File: src/cem_pkg.sv
`default_nettype none

package cem_pkg;

    // clocking of this block
    localparam int unsigned SYS_CLK_HZ = 40_000_000;
    localparam int unsigned SYS_CLK_NS = 25;

    // checker clock: oscillator divided by two to the power n; cem_tick_div divides clk_sys_i instead
    localparam int unsigned OSC_HZ      = 100_000_000;
    localparam int unsigned CHK_MAX_HZ  = 50_000_000;
    localparam int unsigned CHK_MIN_HZ  = 390_000;
    localparam logic [3:0]  DIV_EXP_MIN = 4'h1;
    localparam logic [3:0]  DIV_EXP_MAX = 4'h8;
    localparam int unsigned DIV_CNT_W   = 8;

    // frame crc
    localparam int unsigned SYN_W    = 16;
    localparam logic [15:0] CRC_POLY = 16'h1021;

    // error message layout
    localparam int unsigned MSG_W        = 46;
    localparam int unsigned MSG_SYN_LSB  = 0;
    localparam int unsigned MSG_TYPE_LSB = 16;
    localparam int unsigned MSG_TYPE_W   = 2;
    localparam int unsigned MSG_LOC_LSB  = 18;
    localparam int unsigned MSG_LOC_W    = 14;
    localparam int unsigned MSG_FRM_LSB  = 32;
    localparam int unsigned MSG_FRM_W    = 14;

    typedef enum logic [1:0] {
        ERR_NONE    = 2'b00,
        ERR_SINGLE  = 2'b01,
        ERR_DBL_ADJ = 2'b10,
        ERR_OTHER   = 2'b11
    } cem_err_e;

    typedef enum logic [1:0] {
        ST_IDLE   = 2'b00,
        ST_CHECK  = 2'b01,
        ST_SEARCH = 2'b10,
        ST_REPORT = 2'b11
    } cem_st_e;

    typedef enum logic [1:0] {
        SIZE_SMALL  = 2'b00,
        SIZE_MEDIUM = 2'b01,
        SIZE_LARGE  = 2'b10
    } cem_size_e;

    // fault flag timing, in checker ticks
    localparam logic [5:0] FLAG_LOW_MIN_TICKS = 6'h20;
    localparam logic [5:0] FLAG_HIGH_TICKS    = 6'h04;

    // least spacing of message updates per device size
    localparam real         UPD_GAP_SMALL_US  = 11.04;
    localparam real         UPD_GAP_MEDIUM_US = 14.88;
    localparam real         UPD_GAP_LARGE_US  = 19.64;
    localparam int unsigned UPD_GAP_SMALL_CYC  = int'($ceil(UPD_GAP_SMALL_US * 1000.0 / real'(SYS_CLK_NS)));
    localparam int unsigned UPD_GAP_MEDIUM_CYC = int'($ceil(UPD_GAP_MEDIUM_US * 1000.0 / real'(SYS_CLK_NS)));
    localparam int unsigned UPD_GAP_LARGE_CYC  = int'($ceil(UPD_GAP_LARGE_US * 1000.0 / real'(SYS_CLK_NS)));

    // test port instruction code, value arbitrary
    localparam int unsigned              TP_IR_W                        = 10;
    localparam logic [TP_IR_W-1:0]       test_port_error_msg_read_instr = 10'h017;

endpackage

`default_nettype wire

File: src/cem_crc_monitor.sv
`default_nettype none

// Notes on behaviour
// - With checking enabled, checking starts on its own once the device is in user mode.
// - A frame error raises the fault flag only after the search ends and the message register holds the result.
// - After each report the fault flag goes low and stays low for at least 32 checker ticks.
// - An error in a following frame raises the flag again once the message register holds the new result.
// - Once started the checker loops over all frames without end until reset.
// - The checker rate is the oscillator divided by two to the power n; the divider counts clk_sys_i cycles instead.
// - The exponent n is clamped to the range 1 to 8, giving divisors 2 to 256.
// - The crc is computed and compared frame by frame at the checker rate.
// - Every detected error rewrites the message register, replacing any unread content.
// - Message updates are spaced by at least the least interval for the device size.
// - With checking enabled the fault flag is driven onto the dual-purpose pin.
// - A 16-bit syndrome is kept per frame and any non-zero value leads to the fault flag.
// - The 46-bit message holds type, location and syndrome and is readable by test port or core port.
module cem_crc_monitor #(
    parameter int unsigned        FRAME_BITS = 64,
    parameter int unsigned        NUM_FRAMES = 16,
    parameter cem_pkg::cem_size_e DEV_SIZE   = cem_pkg::SIZE_SMALL
) (
    input  wire logic                                    clk_sys_i,
    input  wire logic                                    sys_rst_i,
    input  wire logic                                    err_chk_en_i,
    input  wire logic                                    user_mode_i,
    input  wire logic [3:0]                              div_exp_i,
    output logic                                         cfg_rd_o,
    output logic [((NUM_FRAMES > 1) ? $clog2(NUM_FRAMES) : 1)-1:0] cfg_frame_o,
    output logic [$clog2(FRAME_BITS)-1:0]                cfg_bit_idx_o,
    input  wire logic                                    cfg_bit_i,
    input  wire logic [cem_pkg::SYN_W-1:0]               cfg_crc_i,
    output logic                                         crc_error_o,
    output logic                                         crc_error_pin_o,
    output logic                                         crc_error_pin_oe_o,
    output logic [cem_pkg::SYN_W-1:0]                    syndrome_o,
    output logic [cem_pkg::MSG_W-1:0]                    msg_o,
    output logic                                         running_o,
    input  wire logic                                    core_capture_i,
    input  wire logic                                    core_shift_i,
    output logic                                         core_sdo_o,
    input  wire logic [cem_pkg::TP_IR_W-1:0]             tp_ir_i,
    input  wire logic                                    tp_capture_i,
    input  wire logic                                    tp_shift_i,
    output logic                                         tp_sdo_o
);
    import cem_pkg::*;

    localparam int unsigned   PW       = $clog2(FRAME_BITS);
    localparam int unsigned   FW       = (NUM_FRAMES > 1) ? $clog2(NUM_FRAMES) : 1;
    localparam logic [PW-1:0] LAST_BIT = PW'(FRAME_BITS - 1);
    localparam logic [FW-1:0] LAST_FRM = FW'(NUM_FRAMES - 1);
    localparam int unsigned   GAP_CYC  = (DEV_SIZE == SIZE_LARGE)  ? UPD_GAP_LARGE_CYC :
                                         (DEV_SIZE == SIZE_MEDIUM) ? UPD_GAP_MEDIUM_CYC : UPD_GAP_SMALL_CYC;
    localparam int unsigned   GW       = $clog2(GAP_CYC + 1);
    localparam logic [GW-1:0] GAP_MAX  = GW'(GAP_CYC);

    typedef struct packed {
        cem_st_e          st;
        logic [SYN_W-1:0] crc;
        logic [SYN_W-1:0] syn;
        logic [SYN_W-1:0] srch;
        logic [PW-1:0]    pos;
        logic [PW-1:0]    k;
        logic [PW-1:0]    loc;
        logic [FW-1:0]    frm;
        cem_err_e         typ;
        logic [MSG_W-1:0] msg;
        logic             upd;
        logic             pend;
        logic             flag;
        logic             pin_en;
        logic [5:0]       fl_cnt;
        logic [GW-1:0]    gap;
    } cem_mon_s;

    cem_mon_s         q;
    cem_mon_s         d;
    logic             tick;
    logic [SYN_W-1:0] crc_nx;
    logic [SYN_W-1:0] syn_nx;
    logic [SYN_W-1:0] srch_nx;

    // remainder of the frame polynomial, one bit per step
    function automatic logic [SYN_W-1:0] crc_step(input logic [SYN_W-1:0] s, input logic b);
        crc_step = {s[SYN_W-2:0], b} ^ (s[SYN_W-1] ? CRC_POLY : 16'h0000);
    endfunction

    function automatic logic [FW-1:0] frm_next(input logic [FW-1:0] f);
        frm_next = (f == LAST_FRM) ? '0 : f + FW'(1);
    endfunction

    cem_tick_div u_div (
        .clk_sys_i (clk_sys_i),
        .sys_rst_i (sys_rst_i),
        .run_i     (q.st != ST_IDLE),
        .div_exp_i (div_exp_i),
        .tick_o    (tick)
    );

    always_comb begin
        d       = q;
        d.upd   = 1'b0;
        crc_nx  = crc_step(q.crc, cfg_bit_i);
        syn_nx  = crc_nx ^ cfg_crc_i;
        srch_nx = crc_step(q.srch, 1'b0);
        if (q.gap != GAP_MAX) begin
            d.gap = q.gap + GW'(1);
        end
        d.pin_en = err_chk_en_i;
        case (q.st)
            ST_IDLE: begin
                if (err_chk_en_i && user_mode_i) begin
                    d.st  = ST_CHECK;
                    d.crc = '0;
                    d.pos = '0;
                    d.frm = '0;
                end
            end
            ST_CHECK: begin
                if (tick) begin
                    if (q.pos == LAST_BIT) begin
                        d.syn = syn_nx;
                        d.crc = '0;
                        d.pos = '0;
                        if (syn_nx != 16'h0000) begin
                            d.st   = ST_SEARCH;
                            d.k    = '0;
                            d.srch = 16'h0001;
                        end else begin
                            d.frm = frm_next(q.frm);
                        end
                    end else begin
                        d.crc = crc_nx;
                        d.pos = q.pos + PW'(1);
                    end
                end
            end
            ST_SEARCH: begin
                // walk single and adjacent-pair error syndromes from the frame end
                if (tick) begin
                    if (q.syn == q.srch) begin
                        d.typ = ERR_SINGLE;
                        d.loc = LAST_BIT - q.k;
                        d.st  = ST_REPORT;
                    end else if (q.k != LAST_BIT && q.syn == (q.srch ^ srch_nx)) begin
                        d.typ = ERR_DBL_ADJ;
                        d.loc = LAST_BIT - q.k - PW'(1);
                        d.st  = ST_REPORT;
                    end else if (q.k == LAST_BIT) begin
                        d.typ = ERR_OTHER;
                        d.loc = '0;
                        d.st  = ST_REPORT;
                    end else begin
                        d.k    = q.k + PW'(1);
                        d.srch = srch_nx;
                    end
                end
            end
            ST_REPORT: begin
                if (q.gap == GAP_MAX) begin
                    d.msg                                = '0;
                    d.msg[MSG_SYN_LSB +: SYN_W]          = q.syn;
                    d.msg[MSG_TYPE_LSB +: MSG_TYPE_W]    = q.typ;
                    d.msg[MSG_LOC_LSB +: MSG_LOC_W]      = MSG_LOC_W'(q.loc);
                    d.msg[MSG_FRM_LSB +: MSG_FRM_W]      = MSG_FRM_W'(q.frm);
                    d.upd                                = 1'b1;
                    d.pend                               = 1'b1;
                    d.gap                                = '0;
                    d.frm                                = frm_next(q.frm);
                    d.st                                 = ST_CHECK;
                end
            end
            default: begin
                d.st = ST_IDLE;
            end
        endcase
        // fault flag: high for a few ticks, then a guaranteed low time
        if (tick) begin
            if (q.flag) begin
                if (q.fl_cnt == FLAG_HIGH_TICKS - 6'h01) begin
                    d.flag   = 1'b0;
                    d.fl_cnt = 6'h00;
                end else begin
                    d.fl_cnt = q.fl_cnt + 6'h01;
                end
            end else if (q.fl_cnt != FLAG_LOW_MIN_TICKS) begin
                d.fl_cnt = q.fl_cnt + 6'h01;
            end
        end
        // raise on a tick so the high time is whole ticks; never while the message is rewritten
        if (tick && !q.flag && q.pend && !d.upd && q.fl_cnt == FLAG_LOW_MIN_TICKS) begin
            d.flag   = 1'b1;
            d.fl_cnt = 6'h00;
            d.pend   = 1'b0;
        end
    end

    always_ff @(posedge clk_sys_i) begin
        if (sys_rst_i) begin
            q        <= '0;
            q.fl_cnt <= FLAG_LOW_MIN_TICKS;
            q.gap    <= GAP_MAX;
        end else begin
            q <= d;
        end
    end

    assign cfg_rd_o           = tick && (q.st == ST_CHECK);
    assign cfg_frame_o        = q.frm;
    assign cfg_bit_idx_o      = q.pos;
    assign crc_error_o        = q.flag;
    assign crc_error_pin_o    = q.flag && q.pin_en;
    assign crc_error_pin_oe_o = q.pin_en;
    assign syndrome_o         = q.syn;
    assign msg_o              = q.msg;
    assign running_o          = (q.st != ST_IDLE);

    cem_msg_port #(
        .W (MSG_W)
    ) u_core_port (
        .clk_sys_i (clk_sys_i),
        .sys_rst_i (sys_rst_i),
        .sel_i     (1'b1),
        .upd_i     (q.upd),
        .msg_i     (q.msg),
        .capture_i (core_capture_i),
        .shift_i   (core_shift_i),
        .sdo_o     (core_sdo_o)
    );

    cem_msg_port #(
        .W (MSG_W)
    ) u_tp_port (
        .clk_sys_i (clk_sys_i),
        .sys_rst_i (sys_rst_i),
        .sel_i     (tp_ir_i == test_port_error_msg_read_instr),
        .upd_i     (q.upd),
        .msg_i     (q.msg),
        .capture_i (tp_capture_i),
        .shift_i   (tp_shift_i),
        .sdo_o     (tp_sdo_o)
    );

    // helper state watched only by the checks below
    logic [5:0]    low_ticks_q;
    logic          rep_seen_q;
    logic [GW-1:0] since_upd_q;
    logic          upd_seen_q;

    always_ff @(posedge clk_sys_i) begin
        if (sys_rst_i) begin
            low_ticks_q <= 6'h00;
            rep_seen_q  <= 1'b0;
            since_upd_q <= '0;
            upd_seen_q  <= 1'b0;
        end else begin
            if (q.flag) begin
                low_ticks_q <= 6'h00;
                rep_seen_q  <= 1'b1;
            end else if (tick && low_ticks_q != 6'h3f) begin
                low_ticks_q <= low_ticks_q + 6'h01;
            end
            if (q.upd) begin
                since_upd_q <= '0;
                upd_seen_q  <= 1'b1;
            end else if (since_upd_q != GAP_MAX) begin
                since_upd_q <= since_upd_q + GW'(1);
            end
        end
    end
endmodule

`default_nettype wire

File: src/cem_msg_port.sv
`default_nettype none

module cem_msg_port #(
    parameter int unsigned W = 46
) (
    input  wire logic         clk_sys_i,
    input  wire logic         sys_rst_i,
    input  wire logic         sel_i,
    input  wire logic         upd_i,
    input  wire logic [W-1:0] msg_i,
    input  wire logic         capture_i,
    input  wire logic         shift_i,
    output logic              sdo_o
);
    import cem_pkg::*;

    typedef struct packed {
        logic [W-1:0] upd;
        logic [W-1:0] sh;
        logic         pend;
    } cem_port_s;

    cem_port_s q;
    cem_port_s d;
    logic      cap;

    always_comb begin
        cap = sel_i && capture_i;
        d   = q;
        // update register held while the shift register samples it
        if (q.pend && !cap) begin
            d.upd  = msg_i;
            d.pend = 1'b0;
        end
        if (upd_i) begin
            d.pend = 1'b1;
        end
        if (cap) begin
            d.sh = q.upd;
        end else if (sel_i && shift_i) begin
            d.sh = {1'b0, q.sh[W-1:1]};
        end
    end

    always_ff @(posedge clk_sys_i) begin
        if (sys_rst_i) begin
            q <= '0;
        end else begin
            q <= d;
        end
    end

    assign sdo_o = q.sh[0];
endmodule

`default_nettype wire

File: src/cem_tick_div.sv
`default_nettype none

module cem_tick_div (
    input  wire logic       clk_sys_i,
    input  wire logic       sys_rst_i,
    input  wire logic       run_i,
    input  wire logic [3:0] div_exp_i,
    output logic            tick_o
);
    import cem_pkg::*;

    localparam int TICK_GAP_MAX = 300;

    typedef struct packed {
        logic [DIV_CNT_W-1:0] cnt;
        logic                 tick;
    } cem_div_s;

    cem_div_s             q;
    cem_div_s             d;
    logic [3:0]           exp_c;
    logic [DIV_CNT_W:0]   span;
    logic [DIV_CNT_W-1:0] mask;

    always_comb begin
        exp_c = div_exp_i;
        if (div_exp_i < DIV_EXP_MIN) begin
            exp_c = DIV_EXP_MIN;
        end else if (div_exp_i > DIV_EXP_MAX) begin
            exp_c = DIV_EXP_MAX;
        end
        span   = (DIV_CNT_W + 1)'(1) << exp_c;
        mask   = DIV_CNT_W'(span - (DIV_CNT_W + 1)'(1));
        d      = q;
        d.tick = run_i && ((q.cnt & mask) == mask);
        d.cnt  = run_i ? q.cnt + 8'h01 : 8'h00;
    end

    always_ff @(posedge clk_sys_i) begin
        if (sys_rst_i) begin
            q <= '0;
        end else begin
            q <= d;
        end
    end

    assign tick_o = q.tick;
endmodule

`default_nettype wire
File: config.mk
export PLATFORM = sky130hd
export DESIGN_NAME = cem_crc_monitor
export DESIGN_NICKNAME = d
export VERILOG_FILES = /design/src/cem_pkg.sv /design/src/cem_crc_monitor.sv /design/src/cem_msg_port.sv /design/src/cem_tick_div.sv
export SDC_FILE = /design/constraint.sdc
export NUM_CORES = 1
export LEC_CHECK = 0
export ABC_AREA = 1
export BUFFER_PORTS_ARGS = -buffer_cell sky130_fd_sc_hd__clkbuf_2
export CAP_MARGIN = 20
export CORE_MARGIN = 1
export CORE_UTILIZATION = 64
export DETAILED_ROUTE_END_ITERATION = 12
export PLACE_DENSITY = 0.95
export SLEW_MARGIN = 30
export SYNTH_ARGS = -nofsm -noshare
export SYNTH_HDL_FRONTEND = slang
export SYNTH_SLANG_ARGS = --single-unit
File: constraint.sdc
create_clock -name clk_sys_i -period 3 [get_ports clk_sys_i]
set_input_delay 0.6 -clock clk_sys_i [delete_from_list [all_inputs] [get_ports clk_sys_i]]
set_output_delay 0.6 -clock clk_sys_i [all_outputs]
set_load 0.02 [all_outputs]
==> results.ini <==
[timing]
period_needed_ns=2.455
slew_violations=0
finalClockSkew_ns=0.01063
setup_violations=0
slew_headroom_pct=51.36
hold_viol=0
grt_setup_unrepaired=no
fmax_ghz=0.4073
final.setup.tns_ns=0
tightest_slew_ns=0.7251
fin_crit_sh_pct=81.84

[run]
cap_violations=0

[route]
via_per_inst=5.741
antenna_left=0
finalWirelength_microns=30160
wl_per_cell_microns=15.32
drc_errors=0
vias=11300
drt_iter0_drc=1232
firstDrtPassIters=6

[global_route]
grt_pass1_vias=10370
grt_start_max_net_pins=55
grt_pass1_wl_microns=49770
grtUsageTotal_pct=30.69
overflow=0
antenna_found_initial=0

[yosys]
syn_area_per_cell_sq_um=7.190
synth-async-reset-ratio_pct=0
ys_types=49
syn-instance-count=1703
synth_ff_type=dfxtp_1
yosys_warnings=0
ys_ff_latch=260
ys_seq_area_share_pct=42.51
syn-cell-area_sq_um=12240
synth_edf_count=0

[power]
vdd_drop_max_mv=0.5262
p_sw_w=0.003548
swShare_pct=34.43
p_int_w=0.006757
pwr-share-comb_pct=26.7
clkPwrFrac_pct=34.8
seqPwrFrac_pct=38.6
leakagePower_nw=5.655
p_per_area_nw_per_um2=773.5

[clock_tree]
post_cts_buffers=0
cts_tree=done
cts_resized=0
cts.clk_slew.worst_paths_ns=0.06
cts_made_buffers=27
root_buffer=clkbuf_16
hold_buffers=0
clockBufferDepth=3
h-tree-depth=1
clkLatencyLatePin_ns=0.54
clock_sinks=260

[floorplan]
die_w_microns=140.3
initial_core_util_pct=65.46
die_area_sq_um=19690
coreArea_sq_um=18710
die_height_microns=140.3
fp-row-count=50
ios=118

[placed_design]
io_buffers=99
gp_congestion=0.9206
hpwl_microns=19630

[setup_path]
reg2reg_to=q[81]$_SDFFE_PP0P_
cp_slowest_stage_delay_ns=0.39
regToRegStartpoint=q[104]$_SDFFE_PP0P_
r2r_cells=11
cp_slowest_cell=ha_1
cp.arrival_ns=1.86
required_ns=2.40
rrSetupSlack_ns=0.56
start_kind=flop
critical_path_class=reg2out
end_kind=output pin
crit_top_cell=inv_1
cp_max_fo=12
crit_chain=inv_1 -> ha_1 -> nand2_1 -> inv_1 -> clkbuf_2

[status]
status=complete, no violations

[finish]
synthToLayoutAreaGrowth_pct=8.798
utilization_pct=71.22
diodes=0
nets=1769
final_layout_size_suffix_gt1_share_pct=12.28
num-fill-cells=1338

[hold_path]
hold_end=crc_error_pin_oe_o$_SDFF_PP0_
worst_hold_path.num_cells=3
hp-start=err_chk_en_i
min_path_type=in2reg

==> how the worst max path moves through the flow <==
stage / cells past startpoint / end / start / slack (ns)
2_1_floorplan: 9 / q[133]$_SDFFE_PP0P_ / q[138]$_SDFFE_PP0P_ / 1.05
3_3_place_gp: 9 / u_tp_port.q[59]$_SDFFE_PP0P_ / tp_ir_i[7] / 0.58
3_5_place_dp: 9 / u_tp_port.q[65]$_SDFFE_PP0P_ / tp_ir_i[7] / 0.43
4_1_cts: 5 / cfg_rd_o / q[138]$_SDFFE_PP0P_ / 0.55
5_1_grt: 12 / q[76]$_SDFFE_PP0P_ / q[77]$_SDFFE_PP0P_ / 0.36
6_report: 5 / cfg_rd_o / q[138]$_SDFFE_PP0P_ / 0.54
==> state kept, by name (all words and copies together) (netlist names) <==
name	flops
cfg_bit_idx_o	6
crc_error_o	1
crc_error_pin_oe_o	1
syndrome_o	16
q	65
u_core_port.sdo_o	1
cfg_frame_o	4
u_tp_port.q	64
u_div.tick_o	1
u_tp_port.sdo_o	1
u_div.q	8
msg_o	28
u_core_port.q	64
==> synth_stat cells, types with 3 or more instances <==
master | number | area, sq um
a21oi_1 | 95 | 475.5
a221oi_1 | 8 | 70.07
a22oi_1 | 14 | 105.1
a31oi_1 | 3 | 18.77
buf_1 | 7 | 26.28
buf_2 | 4 | 20.02
buf_4 | 75 | 563.0
clkbuf_1 | 61 | 229.0
dfxtp_1 | 260 | 5205
ha_1 | 16 | 200.2
inv_1 | 160 | 600.6
inv_2 | 12 | 45.04
nand2_1 | 320 | 1201
nand3_1 | 98 | 490.5
nand4_1 | 10 | 62.56
nor2_1 | 227 | 852.1
nor2_2 | 24 | 150.1
nor3_1 | 12 | 60.06
nor4_1 | 7 | 43.79
o211ai_1 | 6 | 45.04
o21a_1 | 28 | 210.2
o21ai_0 | 182 | 910.9
o21ai_1 | 5 | 25.02
o22ai_1 | 3 | 18.77
xnor2_1 | 8 | 70.07
xor2_1 | 26 | 227.7
==> metrics by stage <==
stage	power [W]	instance area [sq um]	instances	hold WS, ns	setup slack [ns]
floorplan	0.006231	12310	1720	0.4260	1.050
global placement	0.006565	12370	1919	0.4351	0.5778
detailed placement	0.006651	12370	1919	0.4472	0.4286
CTS	0.01024	13320	1968	0.2926	0.5538
global route	0.01081	13320	1968	0.3074	0.3646
finish	0.01030	13320	1968	0.2973	0.5448
==> layout make-up <==
type                       instances  area (sq um)  area share [%]
sequential                       260          5205           39.07
inverter                         175         669.4           5.025
multi-input combinational       1134          5550           41.66
clock inverter                    14         210.2           1.578
timing repair buffer             116         648.1           4.865
clock buffer                      35         745.7           5.598
tap                              234         292.8           2.198
==> power by group through the flow <==
stage | logic, W | clock network [W] | registers (W)
4_1_cts | 0.00270 | 0.00358 | 0.00396
3_3_place_gp | 0.00254 | 0 | 0.00402
6_report | 0.00275 | 0.00358 | 0.00398
2_1_floorplan | 0.00229 | 0 | 0.00394
3_5_place_dp | 0.00262 | 0 | 0.00403
5_1_grt | 0.00305 | 0.00374 | 0.00401
==> cell usage in the layout (no fill, tap or decap), types with 3 or more instances in the layout <==
cell type,synthesis,final
nand2_1,320,320
dfxtp_1,260,260
nor2_1,227,227
o21ai_0,182,182
inv_1,160,159
clkbuf_2,1,99
nand3_1,98,98
a21oi_1,95,95
o21a_1,28,28
clkbuf_16,0,27
xor2_1,26,26
nor2_2,24,24
conb_1,2,19
ha_1,16,16
buf_4,75,15
a22oi_1,14,14
inv_2,12,12
nor3_1,12,12
nand4_1,10,10
xnor2_1,8,8
a221oi_1,8,8
nor4_1,7,7
o211ai_1,6,6
o21ai_1,5,5
bufinv_16,0,5
clkinv_2,0,4
clkbuf_8,0,4
clkbuf_1,61,4
a31oi_1,3,3
o22ai_1,3,3
clkinvlp_4,0,3
==> layer usage <==
metal	wire length, microns	vias up	GRT usage [%]
li1	-	5420	-
met1	11750	5202	37.14
met2	14760	578	53.87
met3	2478	98	4.718
met4	1174	0	13.71
met5	0	-	0
==> logic make-up after synthesis <==
logic type	after synthesis	share of synthesized area [%]
AOI/OAI and AO/OA	351	15.82
xor gates and xnor gates	35	2.565
adders and majority gates	16	1.635
buffers and inverters	326	12.68
DFF	260	42.51
other	2	0.06133
and+or+nand+nor	713	24.73
==> critical path, delay by kind of cell (launching register included) <==
| kind | cells | cell delay (ns) |
|---|---|---|
| fa+ha+maj | 1 | 0.39 |
| buf+inv | 3 | 0.42 |
| flops | 1 | 0.36 |
| simple gates | 1 | 0.15 |
(Power assumes the default switching activity.)
